### src/icu_regs.vh
`ifndef ICU_REGS_VH
`define ICU_REGS_VH
`define ICU_OFF_CTRL 8'h00
`define ICU_OFF_PFLAG1 8'h04
`define ICU_OFF_PFLAG2 8'h08
`define ICU_OFF_PEN1 8'h0c
`define ICU_OFF_PEN2 8'h10
`define ICU_OFF_ISTAT 8'h14
`define ICU_OFF_IMASK 8'h18
`define ICU_OFF_CORE 8'h1c
`define ICU_BIT_GLOBAL_EN 7
`define ICU_BIT_PEIE 6
`define ICU_BIT_T0IE 5
`define ICU_BIT_INTE 4
`define ICU_BIT_RBIE 3
`define ICU_BIT_T0IF 2
`define ICU_BIT_INTF 1
`define ICU_BIT_RBIF 0
`define ICU_CTRL_RST 8'h00
`define ICU_PERIPH_RST 4'h0
`define ICU_NPERIPH 8
`define ICU_VECTOR 13'h0004
`define ICU_LAT_CYCLES 3'h3
`define ICU_EV_TAKEN 0
`define ICU_EV_WAKE 1
`endif

### src/icu_periph_bank.v
`timescale 1ns/1ps
`default_nettype none
`include "icu_regs.vh"
// one bank of four peripheral flags and enables
module icu_periph_bank (
    input wire core_clk,
    input wire rst,
    input wire [3:0] event_in,
    input wire flag_we,
    input wire [3:0] flag_wdata,
    input wire en_we,
    input wire [3:0] en_wdata,
    output reg [3:0] flag_reg,
    output reg [3:0] en_reg,
    output wire [3:0] req
);
    genvar i;
    generate
        for (i = 0; i < 4; i = i + 1) begin : g_src
            always @(posedge core_clk or posedge rst) begin
                if (rst) begin
                    flag_reg[i] <= 1'b0;
                    en_reg[i] <= 1'b0;
                end else begin
                    // event wins over a software clear in the same cycle
                    if (event_in[i])
                        flag_reg[i] <= 1'b1;
                    else if (flag_we)
                        flag_reg[i] <= flag_wdata[i];
                    if (en_we)
                        en_reg[i] <= en_wdata[i];
                end
            end
            assign req[i] = flag_reg[i] & en_reg[i];
        end
    endgenerate
endmodule
`default_nettype wire

### src/icu_top.v
// Implementation choices: the Wishbone interface to the registers and the address map.
`timescale 1ns/1ps
`default_nettype none
`include "icu_regs.vh"
module icu_top (
    input wire core_clk,
    input wire rst,
    input wire [7:0] wb_adr_i,
    input wire [31:0] wb_dat_i,
    output reg [31:0] wb_dat_o,
    input wire wb_we_i,
    input wire [3:0] wb_sel_i,
    input wire wb_cyc_i,
    input wire wb_stb_i,
    output reg wb_ack_o,
    output wire wb_err_o,
    input wire ext_irq_pin,
    input wire port_change_evt,
    input wire base_timer_ovf,
    input wire [7:0] periph_evt,
    input wire instr_cycle_end,
    input wire return_from_irq_instr,
    input wire sleeping,
    input wire [12:0] pc_next,
    output wire irq_request,
    output wire wake_request,
    output reg irq_take,
    output reg stack_push,
    output reg [12:0] stack_push_addr,
    output reg pc_load,
    output reg [12:0] pc_load_value,
    output wire irq_out
);
    // =====================================
    // bus decode
    function is_write;
        input [7:0] adr;
        input [7:0] off;
        begin
            // a write lands at the edge where the master sees ack, not one edge earlier
            is_write = wb_cyc_i && wb_stb_i && wb_we_i && wb_ack_o && wb_sel_i[0] && (adr == off);
        end
    endfunction

    reg [7:0] ctrl_reg;
    reg ext_pin_d_reg;
    reg [2:0] lat_cnt_reg;
    reg [1:0] istat_reg;
    reg [1:0] imask_reg;
    wire [3:0] pflag1, pflag2, pen1, pen2, preq1, preq2;
    wire any_periph;
    wire any_req;
    wire ext_edge;
    wire accept;
    wire wr_ctrl;

    assign wr_ctrl = is_write(wb_adr_i, `ICU_OFF_CTRL);
    assign wb_err_o = 1'b0;

    // =====================================
    // peripheral banks
    icu_periph_bank u_bank1 (
        .core_clk(core_clk),
        .rst(rst),
        .event_in(periph_evt[3:0]),
        .flag_we(is_write(wb_adr_i, `ICU_OFF_PFLAG1)),
        .flag_wdata(wb_dat_i[3:0]),
        .en_we(is_write(wb_adr_i, `ICU_OFF_PEN1)),
        .en_wdata(wb_dat_i[3:0]),
        .flag_reg(pflag1),
        .en_reg(pen1),
        .req(preq1)
    );
    icu_periph_bank u_bank2 (
        .core_clk(core_clk),
        .rst(rst),
        .event_in(periph_evt[7:4]),
        .flag_we(is_write(wb_adr_i, `ICU_OFF_PFLAG2)),
        .flag_wdata(wb_dat_i[3:0]),
        .en_we(is_write(wb_adr_i, `ICU_OFF_PEN2)),
        .en_wdata(wb_dat_i[3:0]),
        .flag_reg(pflag2),
        .en_reg(pen2),
        .req(preq2)
    );

    // =====================================
    // request combine
    assign ext_edge = ext_irq_pin & ~ext_pin_d_reg;
    assign any_periph = ctrl_reg[`ICU_BIT_PEIE] & (|{preq1, preq2});
    assign any_req = (ctrl_reg[`ICU_BIT_T0IF] & ctrl_reg[`ICU_BIT_T0IE])
        | (ctrl_reg[`ICU_BIT_INTF] & ctrl_reg[`ICU_BIT_INTE])
        | (ctrl_reg[`ICU_BIT_RBIF] & ctrl_reg[`ICU_BIT_RBIE])
        | any_periph;
    assign irq_request = any_req & ctrl_reg[`ICU_BIT_GLOBAL_EN];
    // wake does not look at the global enable
    assign wake_request = sleeping & any_req;
    // the counter runs in instruction cycles only, so instruction length never matters
    assign accept = irq_request && !sleeping && instr_cycle_end && (lat_cnt_reg == 3'h0);

    // =====================================
    // control register
    always @(posedge core_clk or posedge rst) begin
        if (rst) begin
            ctrl_reg <= `ICU_CTRL_RST;
            ext_pin_d_reg <= 1'b0;
        end else begin
            ext_pin_d_reg <= ext_irq_pin;
            if (wr_ctrl)
                ctrl_reg[6:3] <= wb_dat_i[6:3];
            if (accept)
                ctrl_reg[`ICU_BIT_GLOBAL_EN] <= 1'b0;
            else if (return_from_irq_instr)
                ctrl_reg[`ICU_BIT_GLOBAL_EN] <= 1'b1;
            else if (wr_ctrl)
                ctrl_reg[`ICU_BIT_GLOBAL_EN] <= wb_dat_i[`ICU_BIT_GLOBAL_EN];
            // hardware sets win over software writes
            ctrl_reg[`ICU_BIT_T0IF] <= base_timer_ovf |
                (wr_ctrl ? wb_dat_i[`ICU_BIT_T0IF] : ctrl_reg[`ICU_BIT_T0IF]);
            ctrl_reg[`ICU_BIT_INTF] <= ext_edge |
                (wr_ctrl ? wb_dat_i[`ICU_BIT_INTF] : ctrl_reg[`ICU_BIT_INTF]);
            ctrl_reg[`ICU_BIT_RBIF] <= port_change_evt |
                (wr_ctrl ? wb_dat_i[`ICU_BIT_RBIF] : ctrl_reg[`ICU_BIT_RBIF]);
        end
    end

    // =====================================
    // latency: ext flag sets one cycle after pin; take follows the third instr cycle end after the request, 2-3 instr cycles
    always @(posedge core_clk or posedge rst) begin
        if (rst) begin
            lat_cnt_reg <= 3'h0;
        end else if (!irq_request) begin
            lat_cnt_reg <= `ICU_LAT_CYCLES - 3'h1;
        end else if (instr_cycle_end && lat_cnt_reg != 3'h0) begin
            lat_cnt_reg <= lat_cnt_reg - 3'h1;
        end
    end

    // =====================================
    // core handoff
    always @(posedge core_clk or posedge rst) begin
        if (rst) begin
            irq_take <= 1'b0;
            stack_push <= 1'b0;
            stack_push_addr <= 13'h0000;
            pc_load <= 1'b0;
            pc_load_value <= 13'h0000;
        end else begin
            irq_take <= accept;
            stack_push <= accept;
            pc_load <= accept;
            if (accept) begin
                stack_push_addr <= pc_next;
                pc_load_value <= `ICU_VECTOR;
            end
        end
    end

    // =====================================
    // interrupt status
    always @(posedge core_clk or posedge rst) begin
        if (rst) begin
            istat_reg <= 2'h0;
            imask_reg <= 2'h0;
        end else begin
            istat_reg[`ICU_EV_TAKEN] <= accept |
                (istat_reg[`ICU_EV_TAKEN] & ~(is_write(wb_adr_i, `ICU_OFF_ISTAT) & wb_dat_i[0]));
            istat_reg[`ICU_EV_WAKE] <= wake_request |
                (istat_reg[`ICU_EV_WAKE] & ~(is_write(wb_adr_i, `ICU_OFF_ISTAT) & wb_dat_i[1]));
            if (is_write(wb_adr_i, `ICU_OFF_IMASK))
                imask_reg <= wb_dat_i[1:0];
        end
    end
    assign irq_out = |(istat_reg & imask_reg);

    // =====================================
    // wishbone slave: ack one cycle after strobe
    always @(posedge core_clk or posedge rst) begin
        if (rst) begin
            wb_ack_o <= 1'b0;
            wb_dat_o <= 32'h0000_0000;
        end else begin
            wb_ack_o <= wb_cyc_i & wb_stb_i & ~wb_ack_o;
            case (wb_adr_i)
                `ICU_OFF_CTRL: wb_dat_o <= {24'h000000, ctrl_reg};
                `ICU_OFF_PFLAG1: wb_dat_o <= {28'h0000000, pflag1};
                `ICU_OFF_PFLAG2: wb_dat_o <= {28'h0000000, pflag2};
                `ICU_OFF_PEN1: wb_dat_o <= {28'h0000000, pen1};
                `ICU_OFF_PEN2: wb_dat_o <= {28'h0000000, pen2};
                `ICU_OFF_ISTAT: wb_dat_o <= {30'h00000000, istat_reg};
                `ICU_OFF_IMASK: wb_dat_o <= {30'h00000000, imask_reg};
                `ICU_OFF_CORE: wb_dat_o <= {29'h00000000, sleeping, wake_request, irq_request};
                default: wb_dat_o <= 32'h0000_0000;
            endcase
        end
    end
endmodule
`default_nettype wire

### config.mk
export PLATFORM = sky130hd
export DESIGN_NAME = icu_top
export DESIGN_NICKNAME = d
export VERILOG_FILES = /design/src/icu_periph_bank.v /design/src/icu_top.v
export VERILOG_INCLUDE_DIRS = /design/src /design/src/src
export SDC_FILE = /design/constraint.sdc
export NUM_CORES = 1
export LEC_CHECK = 0
export ABC_AREA = 1
export BUFFER_PORTS_ARGS = -buffer_cell sky130_fd_sc_hd__buf_4
export CORE_ASPECT_RATIO = 0.75
export CORE_MARGIN = 5
export CORE_UTILIZATION = 51
export DETAILED_ROUTE_END_ITERATION = 6
export PLACE_DENSITY = 0.9
export SLEW_MARGIN = 15
export SYNTH_ARGS = -nofsm -noshare
export SYNTH_HDL_FRONTEND = slang
export SYNTH_HIERARCHICAL = 1
export SYNTH_SLANG_ARGS = --single-unit
### constraint.sdc
create_clock -name core_clk -period 2.5 [get_ports core_clk]
set_clock_uncertainty 0.05 [all_clocks]
set_input_delay 0.5 -clock core_clk [delete_from_list [all_inputs] [get_ports core_clk]]
set_output_delay 0.5 -clock core_clk [all_outputs]
set_load 0.05 [all_outputs]
==> results of run 1 <==
## area by class of cell
class                           count  area, sq um  area share, %
Tap cell                           78         97.6           2.63
Clock inverter                      1         30.0          0.808
Multi-Input combinational cell    265         1250           33.7
Timing Repair Buffer               83          623           16.8
Inverter                           56          215           5.79
Sequential cell                    56         1400           37.7
Clock buffer                        7         96.3           2.59
## routing by layer
metal | track usage, % | routed length [um] | up-vias
met3 | 4.44 | 515 | 10
met5 | 0 | 0 | -
li1 | - | - | 1294
met1 | 25.8 | 3210 | 1209
met2 | 33.6 | 3650 | 99
met4 | 6.00 | 80 | 0
## through the flow
| step | worst slack [ps] | power (mW) | hold WS (ps) |
|---|---|---|---|
| 2_1_floorplan | 495 | 1.90 | 266 |
| 3_3_place_gp | 589 | 2.14 | 395 |
| 3_5_place_dp | 528 | 2.17 | 402 |
| 4_1_cts | 258 | 2.81 | 86.5 |
| 5_1_grt | 140 | 2.93 | 104 |
| 6_report | 263 | 2.79 | 84.8 |
## worst paths after layout
path / from / to / slack [ps] / cells after the start
hold / removal: rst / u_bank1/flag_reg[1] / 80 / 2
hold reg to reg: wb_ack_o / wb_ack_o / 420 / 1
max in group asynchronous: rst / wb_dat_o[0] / 1770 / 3
min in group core_clk: ext_irq_pin / ext_pin_d_reg / 250 / 1
setup reg to reg: lat_cnt_reg[0] / stack_push_addr[11] / 640 / 7
setup / recovery: u_bank2/en_reg[2] / irq_request / 260 / 9
## layout by cell type, fill, tap and decap left out, drive strengths merged, types with 7 or more instances in the layout
cell type	n
nand3	32
conb	37
clkbuf	7
o21ai	16
buf	83
nand4	14
dfrtp	56
nor2	31
nand2	117
inv	55
## cell families (layout without fill, tap and decap cells)
family / count (synthesis) / after routing
AOI/OAI and AO/OA: 25 / 25
other: 1 / 37
xor gates and xnor gates: 1 / 1
and+or+nand+nor: 200 / 200
adders and majority gates: 2 / 2
buffers and inverters: 101 / 147
DFF: 56 / 56
## power groups by stage
stage / clock (mW) / combinational [mW] / sequential, mW
2_1_floorplan: 0 / 0.449 / 1.45
3_3_place_gp: 0 / 1.02 / 1.12
3_5_place_dp: 0 / 1.05 / 1.13
4_1_cts: 0.652 / 1.05 / 1.11
5_1_grt: 0.693 / 1.11 / 1.13
6_report: 0.645 / 1.04 / 1.11
==> metrics.md, run 1 <==
| Metric | Value |
|---|---|
| Max Fclk | ~0.45 GHz |
| Cell accounting for the most synthesized area | dfrtp_1 |
| Gate count after technology mapping | 386 |
| Comb power frac | 37.2% |
| IO buf count | between 70 and 80 |
| Worst path max stage delay | 430 ps |
| Full die area | 7690 sq um |
| Peak VDD IR | 325 uV |
| First-pass GRT wire length | 12.4 mm |
| Sw Pwr | 1.12 mW |
| Via density | 4.78 |
| Slew margin rel. | 59.2% |
| Synth top area share | between 40% and 50% |
| Post-route ant nets | 0 |
| Largest family of logic cells by synthesized area | simple AND/OR/NAND/NOR gates |
| Clock Tree Buf Depth | 2 |
| Worst path top cell family by delay | simple AND/OR/NAND/NOR gates |
| Largest net degree at the start of global routing | 41 |
| CTS Buf Count | 5 |
| Initial antenna violation count | 0 |
| Final worst path period need | 2240 ps |
| Drt total wl | between 7 and 8 mm |
| Clk sinks | 56 |
| Synth warn | 6 |
| Worst-path fanout max | 7 |
| Fin util | 63.8% |
| Most frequent CP cell | nand2_1 |
| Root Buffer | clkbuf_8 |
| Filler cells | 500 |
| Pwr dens | roughly 750 nW/um^2 |
| Critical Path Slowest Stage Cell | dfrtp_1 |
| Post-synthesis compound-gate area fraction | about 4.6% |
| Clock transition at path regs | 100 ps |
| Final #Nets | between 500 and 600 |
| Synth cell types | 33 |
| Sum Neg Setup Slack | 0 ps |
| CTS tree | built |
| Post-Synth Simple-Gate Area | between 30% and 40% |
| Yosys reg bits | 56 |
| Max FFs per register | 13 |
| Pleak | 2.10 nW |
| Slew Limit Fails | 0 |
| P_int | approximately 1.7 mW |
| Placed cell areas | 3590 sq um |
| Core area | slightly below 6000 sq um |
| CTS Hold Bufs | 0 |
| Placed cells | 538 |
| Area contributors post-synth | dfrtp_1 (46%), nand2_1 (14%), buf_4 (9.8%) |
| Num ports | 142 |
| Post-cts sizing count | 0 |
| Register area share after synthesis | 45.7% |
| Share of power burned in registers | 39.7% |
| All-layer global routing usage | 20.0% |
| Post-synthesis adder-cell area fraction | 0.815% |
| Ant diodes | 0 |
| First drt pass iteration count | 4 |
| RD Place Congestion | 0.901 |
| Initial Util | 52.7% |
| DRC | 0 |
| Synth Flop Type | dfrtp_1 |
| Die Width | 99.6 um |
| Status | finished, final reports clean |
| HP Class | primary input to asynchronous set/reset pin |
| Crit start category | register |
| Worst-margin pin slew | just over 600 ps |
| Total number of vias | 2612 |
| MaxCap Viol Count | 0 |
| Iteration-0 DRC Markers | 133 |
| Vias in the first global route | 2640 |
| Final setup viols | 0 |
| Power share of the clock group | 23.1% |
| Cell Chain, Critical Path | nand2_1, inv_1, nor2_1, nand2_1, o21ai_2, nand2_2, nand2_1, inv_1, buf_4 |
| Count leader, synth | nand2_1 |
| WL/cell | 13.7 um |
| Worst EP required | ~2000 ps |
| Final std cells w/o fill | 546 |
| # rows | 24 |
| RSZ-0062 raised after global routing | false |
| Post-CTS Setup Bufs | 0 |
| Mean area per synthesized cell | 7.95 sq um |
| Multiplexer share of the synthesized area | 0% |
| CP endpoint kind | output pin |
| Synth-to-Final Area Change | 21.0% |
| CP bufs+invs | 3 |
| Fraction of layout cells with a size suffix above 1 | between 20% and 30% |
| Fin crit share | 89.5% |
| Synth async-reset ratio | between 90% and 100% |
| Die Ht | 77.2 um |
| Post-synth EDFFs | 0 |
| Sw frac | between 40% and 50% |
| Fin area | 3710 sq um |
| Htree depth | 2 |
| Commonest cells in the synthesized netlist | nand2_1 (112), dfrtp_1 (56), inv_1 (50), buf_4 (40), nand3_1 (31) |
| Critical path type | register to output pin |
| Later-pin clock latency in the skew report | 310 ps |
| Synthesized cell area | between 3000 and 4000 sq um |
| Grt total ovfl | 0 |
| Hpwl dp | 5.84 mm |
| Xor-xnor portion of the synthesized cell area | 0.285% |
| Final hold vios | 0 |
| WP data arrival | ~1700 ps |
Note: power is estimated with default switching activity, not from simulation.
==> run 2, diff against run 1 <==
- SETUP_SLACK_MARGIN: not set -> 0.5
==> run 2 against run 1 <==
Effect of this change: design area is 3.6% higher; sequential share of layout area fell by 1.3 points; combinational power barely moved; maximum frequency is 6.1% higher; count of clock-buffer cells in the layout is 2 lower; setup slack gained 130 ps; sequential power is essentially flat; wire length shrank 0.28%; via count rose by 1.3%; register-to-register slack gained 180 ps; non-clock buffer count grew 13; critical path type unchanged; highest routed layer unchanged.
==> metrics.md, run 2 (synthesis gave the netlist of run 1 again) <==
| Metric | Value |
|---|---|
| Max Fclk | 0.474 GHz |
| Htree depth | 2 |
| Final Worst Setup Slack | 391 ps |
| Slew Limit Fails | 0 |
| Pleak | 2.18 nW |
| Peak VDD IR | 323 uV |
| Status | finished, final reports clean |
| Critical Path Slowest Stage Cell | dfrtp_1 |
| Commonest non-fill, non-tap cell in the layout | nand2_1 |
| Critical path type | register to output pin |
| Most frequent CP cell | nand2_1 |
| Post-route ant nets | 0 |
| Die Width | 99.6 um |
| Sum Neg Setup Slack | 0 ps |
| Core area | 5830 sq um |
| Die Ht | just under 80 um |
| First-pass GRT wire length | 12.3 mm |
| RD Place Congestion | 0.871 |
| MaxCap Viol Count | 0 |
| Filler cells | 489 |
| Sw frac | 39.3% |
| P_int | 1.73 mW |
| Share of power burned in registers | 39.0% |
| Final setup viols | 0 |
| Hold_ws | 94.2 ps |
| Crit start category | register |
| Final worst path period need | 2110 ps |
| Critical path depth in cells | 9 |
| Initial antenna violation count | 0 |
| Worst EP required | a little under 2000 ps |
| First drt pass iteration count | 4 |
| Num ports | 142 |
| Cell Chain, Critical Path | nand2_1, inv_1, nor2_1, nand2_1, o21ai_2, nand2_4, nand2_2, inv_2, buf_6 |
| Full die area | 7690 sq um |
| RSZ-0062 raised after global routing | true |
| Grt total ovfl | 0 |
| Worst path max stage delay | 400 ps |
| FF-to-FF setup slack | 820 ps |
| Power share of the clock group | 23.7% |
| Vias in the first global route | about 2.6k |
| Later-pin clock latency in the skew report | 310 ps |
| HP Class | primary input to asynchronous set/reset pin |
| Synth-to-Final Area Change | 25.4% |
| Worst r2r dst | u_bank1/en_reg[2] |
| Worst r2r path cells | 5 |
| CTS tree | built |
| Largest net degree at the start of global routing | 41 |
| Root Buffer | clkbuf_8 |
| Comb power frac | 37.3% |
| Final #Nets | ~560 |
| WL/cell | 13.3 um |
| Total number of vias | 2646 |
| Clock Tree Buf Depth | 2 |
| Clock transition at path regs | 100 ps |
| Iteration-0 DRC Markers | 160 |
| CTS Buf Count | 5 |
| Power after layout | 2.84 mW |
| # rows | 24 |
| CP bufs+invs | 3 |
| Fin crit share | 84.4% |
| DP Worst Slack | between 500 and 600 ps |
| Worst r2r src | wb_ack_o |
| Initial Util | 52.7% |
| Worst-path fanout max | 4 |
| Commonest cells after routing, fill and taps aside | nand2_1 (110), buf_4 (94), dfrtp_1 (56), inv_1 (48), conb_1 (37) |
| Slew margin rel. | 54.7% |
| Ant diodes | 0 |
| Hpwl dp | between 5 and 6 mm |
| CP endpoint | wake_request |
| CP endpoint kind | output pin |
| Worst path top cell family by delay | simple AND/OR/NAND/NOR gates |
| Max FFs per register | 13 |
| Final std cells w/o fill | 558 |
| Pwr dens | about 740 nW/um^2 |
| Drt total wl | 7.43 mm |
| DRC | 0 |
| Placed cells | 538 |
| IO buf count | 77 |
| Via density | around 4.7 |
| Sw Pwr | between 1 and 1.5 mW |
| Final hold vios | 0 |
| Clk sinks | 56 |
| Worst setup startpoint | u_bank1/flag_reg[2] |
| Worst-margin pin slew | roughly 670 ps |
| Fraction of layout cells with a size suffix above 1 | 27.7% |
| All-layer global routing usage | 19.7% |
| WP data arrival | 1560 ps |
[run 2: changes by cell type in the layout (fill, tap and decap cells not counted)]
cell / previous run / this run
nor4_2: 0 / 1
nor4_1: 1 / 0
bufinv_16: 1 / 2
nand2_4: 1 / 3
buf_6: 0 / 1
buf_8: 0 / 1
nand2_1: 112 / 110
inv_2: 5 / 6
clkbuf_8: 7 / 5
inv_1: 50 / 48
buf_4: 83 / 94
inv_4: 0 / 1
[run 2: final cells by class]
class,instances,area (sq um),share of cell area (%)
Sequential cell,56,1400,36.4
Tap cell,78,97.6,2.53
Inverter,56,218,5.65
Clock inverter,2,60.1,1.56
Multi-Input combinational cell,265,1270,33.1
Clock buffer,5,68.8,1.79
Timing Repair Buffer,96,732,19.0
[run 2: layer usage]
layer  up-vias  GRT usage (%)  part of all wire [%]  wire length, um
met1      1238           26.3                    43             3180
met2        90           33.2                    49             3660
met3         8           3.90                   7.0              522
met4         0           4.23                   1.0               78
li1       1310              -                     -                -
met5         -              0                     0                0
[run 2: worst min path at each step]
| stage | slack [ps] | cells past startpoint | endpoint |
|---|---|---|---|
| 2_1_floorplan | 270 | 1 | u_bank1/en_reg[0] |
| 3_3_place_gp | 400 | 1 | wb_ack_o |
| 3_5_place_dp | 400 | 2 | pc_load_value[2] |
| 4_1_cts | 100 | 2 | u_bank1/en_reg[2] |
| 5_1_grt | 110 | 2 | u_bank1/flag_reg[3] |
| 6_report | 90 | 2 | u_bank1/flag_reg[2] |
[run 2: power groups by stage]
stage,clock network [mW],registers [mW],logic (mW)
after detailed placement,0,1.12,1.04
after global routing,0.723,1.13,1.13
final,0.673,1.11,1.06
after global placement,0,1.12,1.02
after floorplan,0,1.45,0.449
after CTS,0.687,1.11,1.06
[run 2: what timing repair did]
item                                    4_1_cts  5_1_grt
endpoints found under the setup margin        2        2
hold buffers                                  0        0
buffers inserted                             11        2
gates resized for setup                       8        2
hold endpoints to repair                      0        0
pin swaps                                     6        3
[run 2: metrics by stage]
| step | utilization, % | area (sq um) |
|---|---|---|
| finish | 66.1 | 3850 |
| global route | 66.1 | 3850 |
| CTS | 65.7 | 3830 |
| detailed placement | 61.7 | 3590 |
| global placement | 61.7 | 3590 |
| floorplan | - | 3210 |
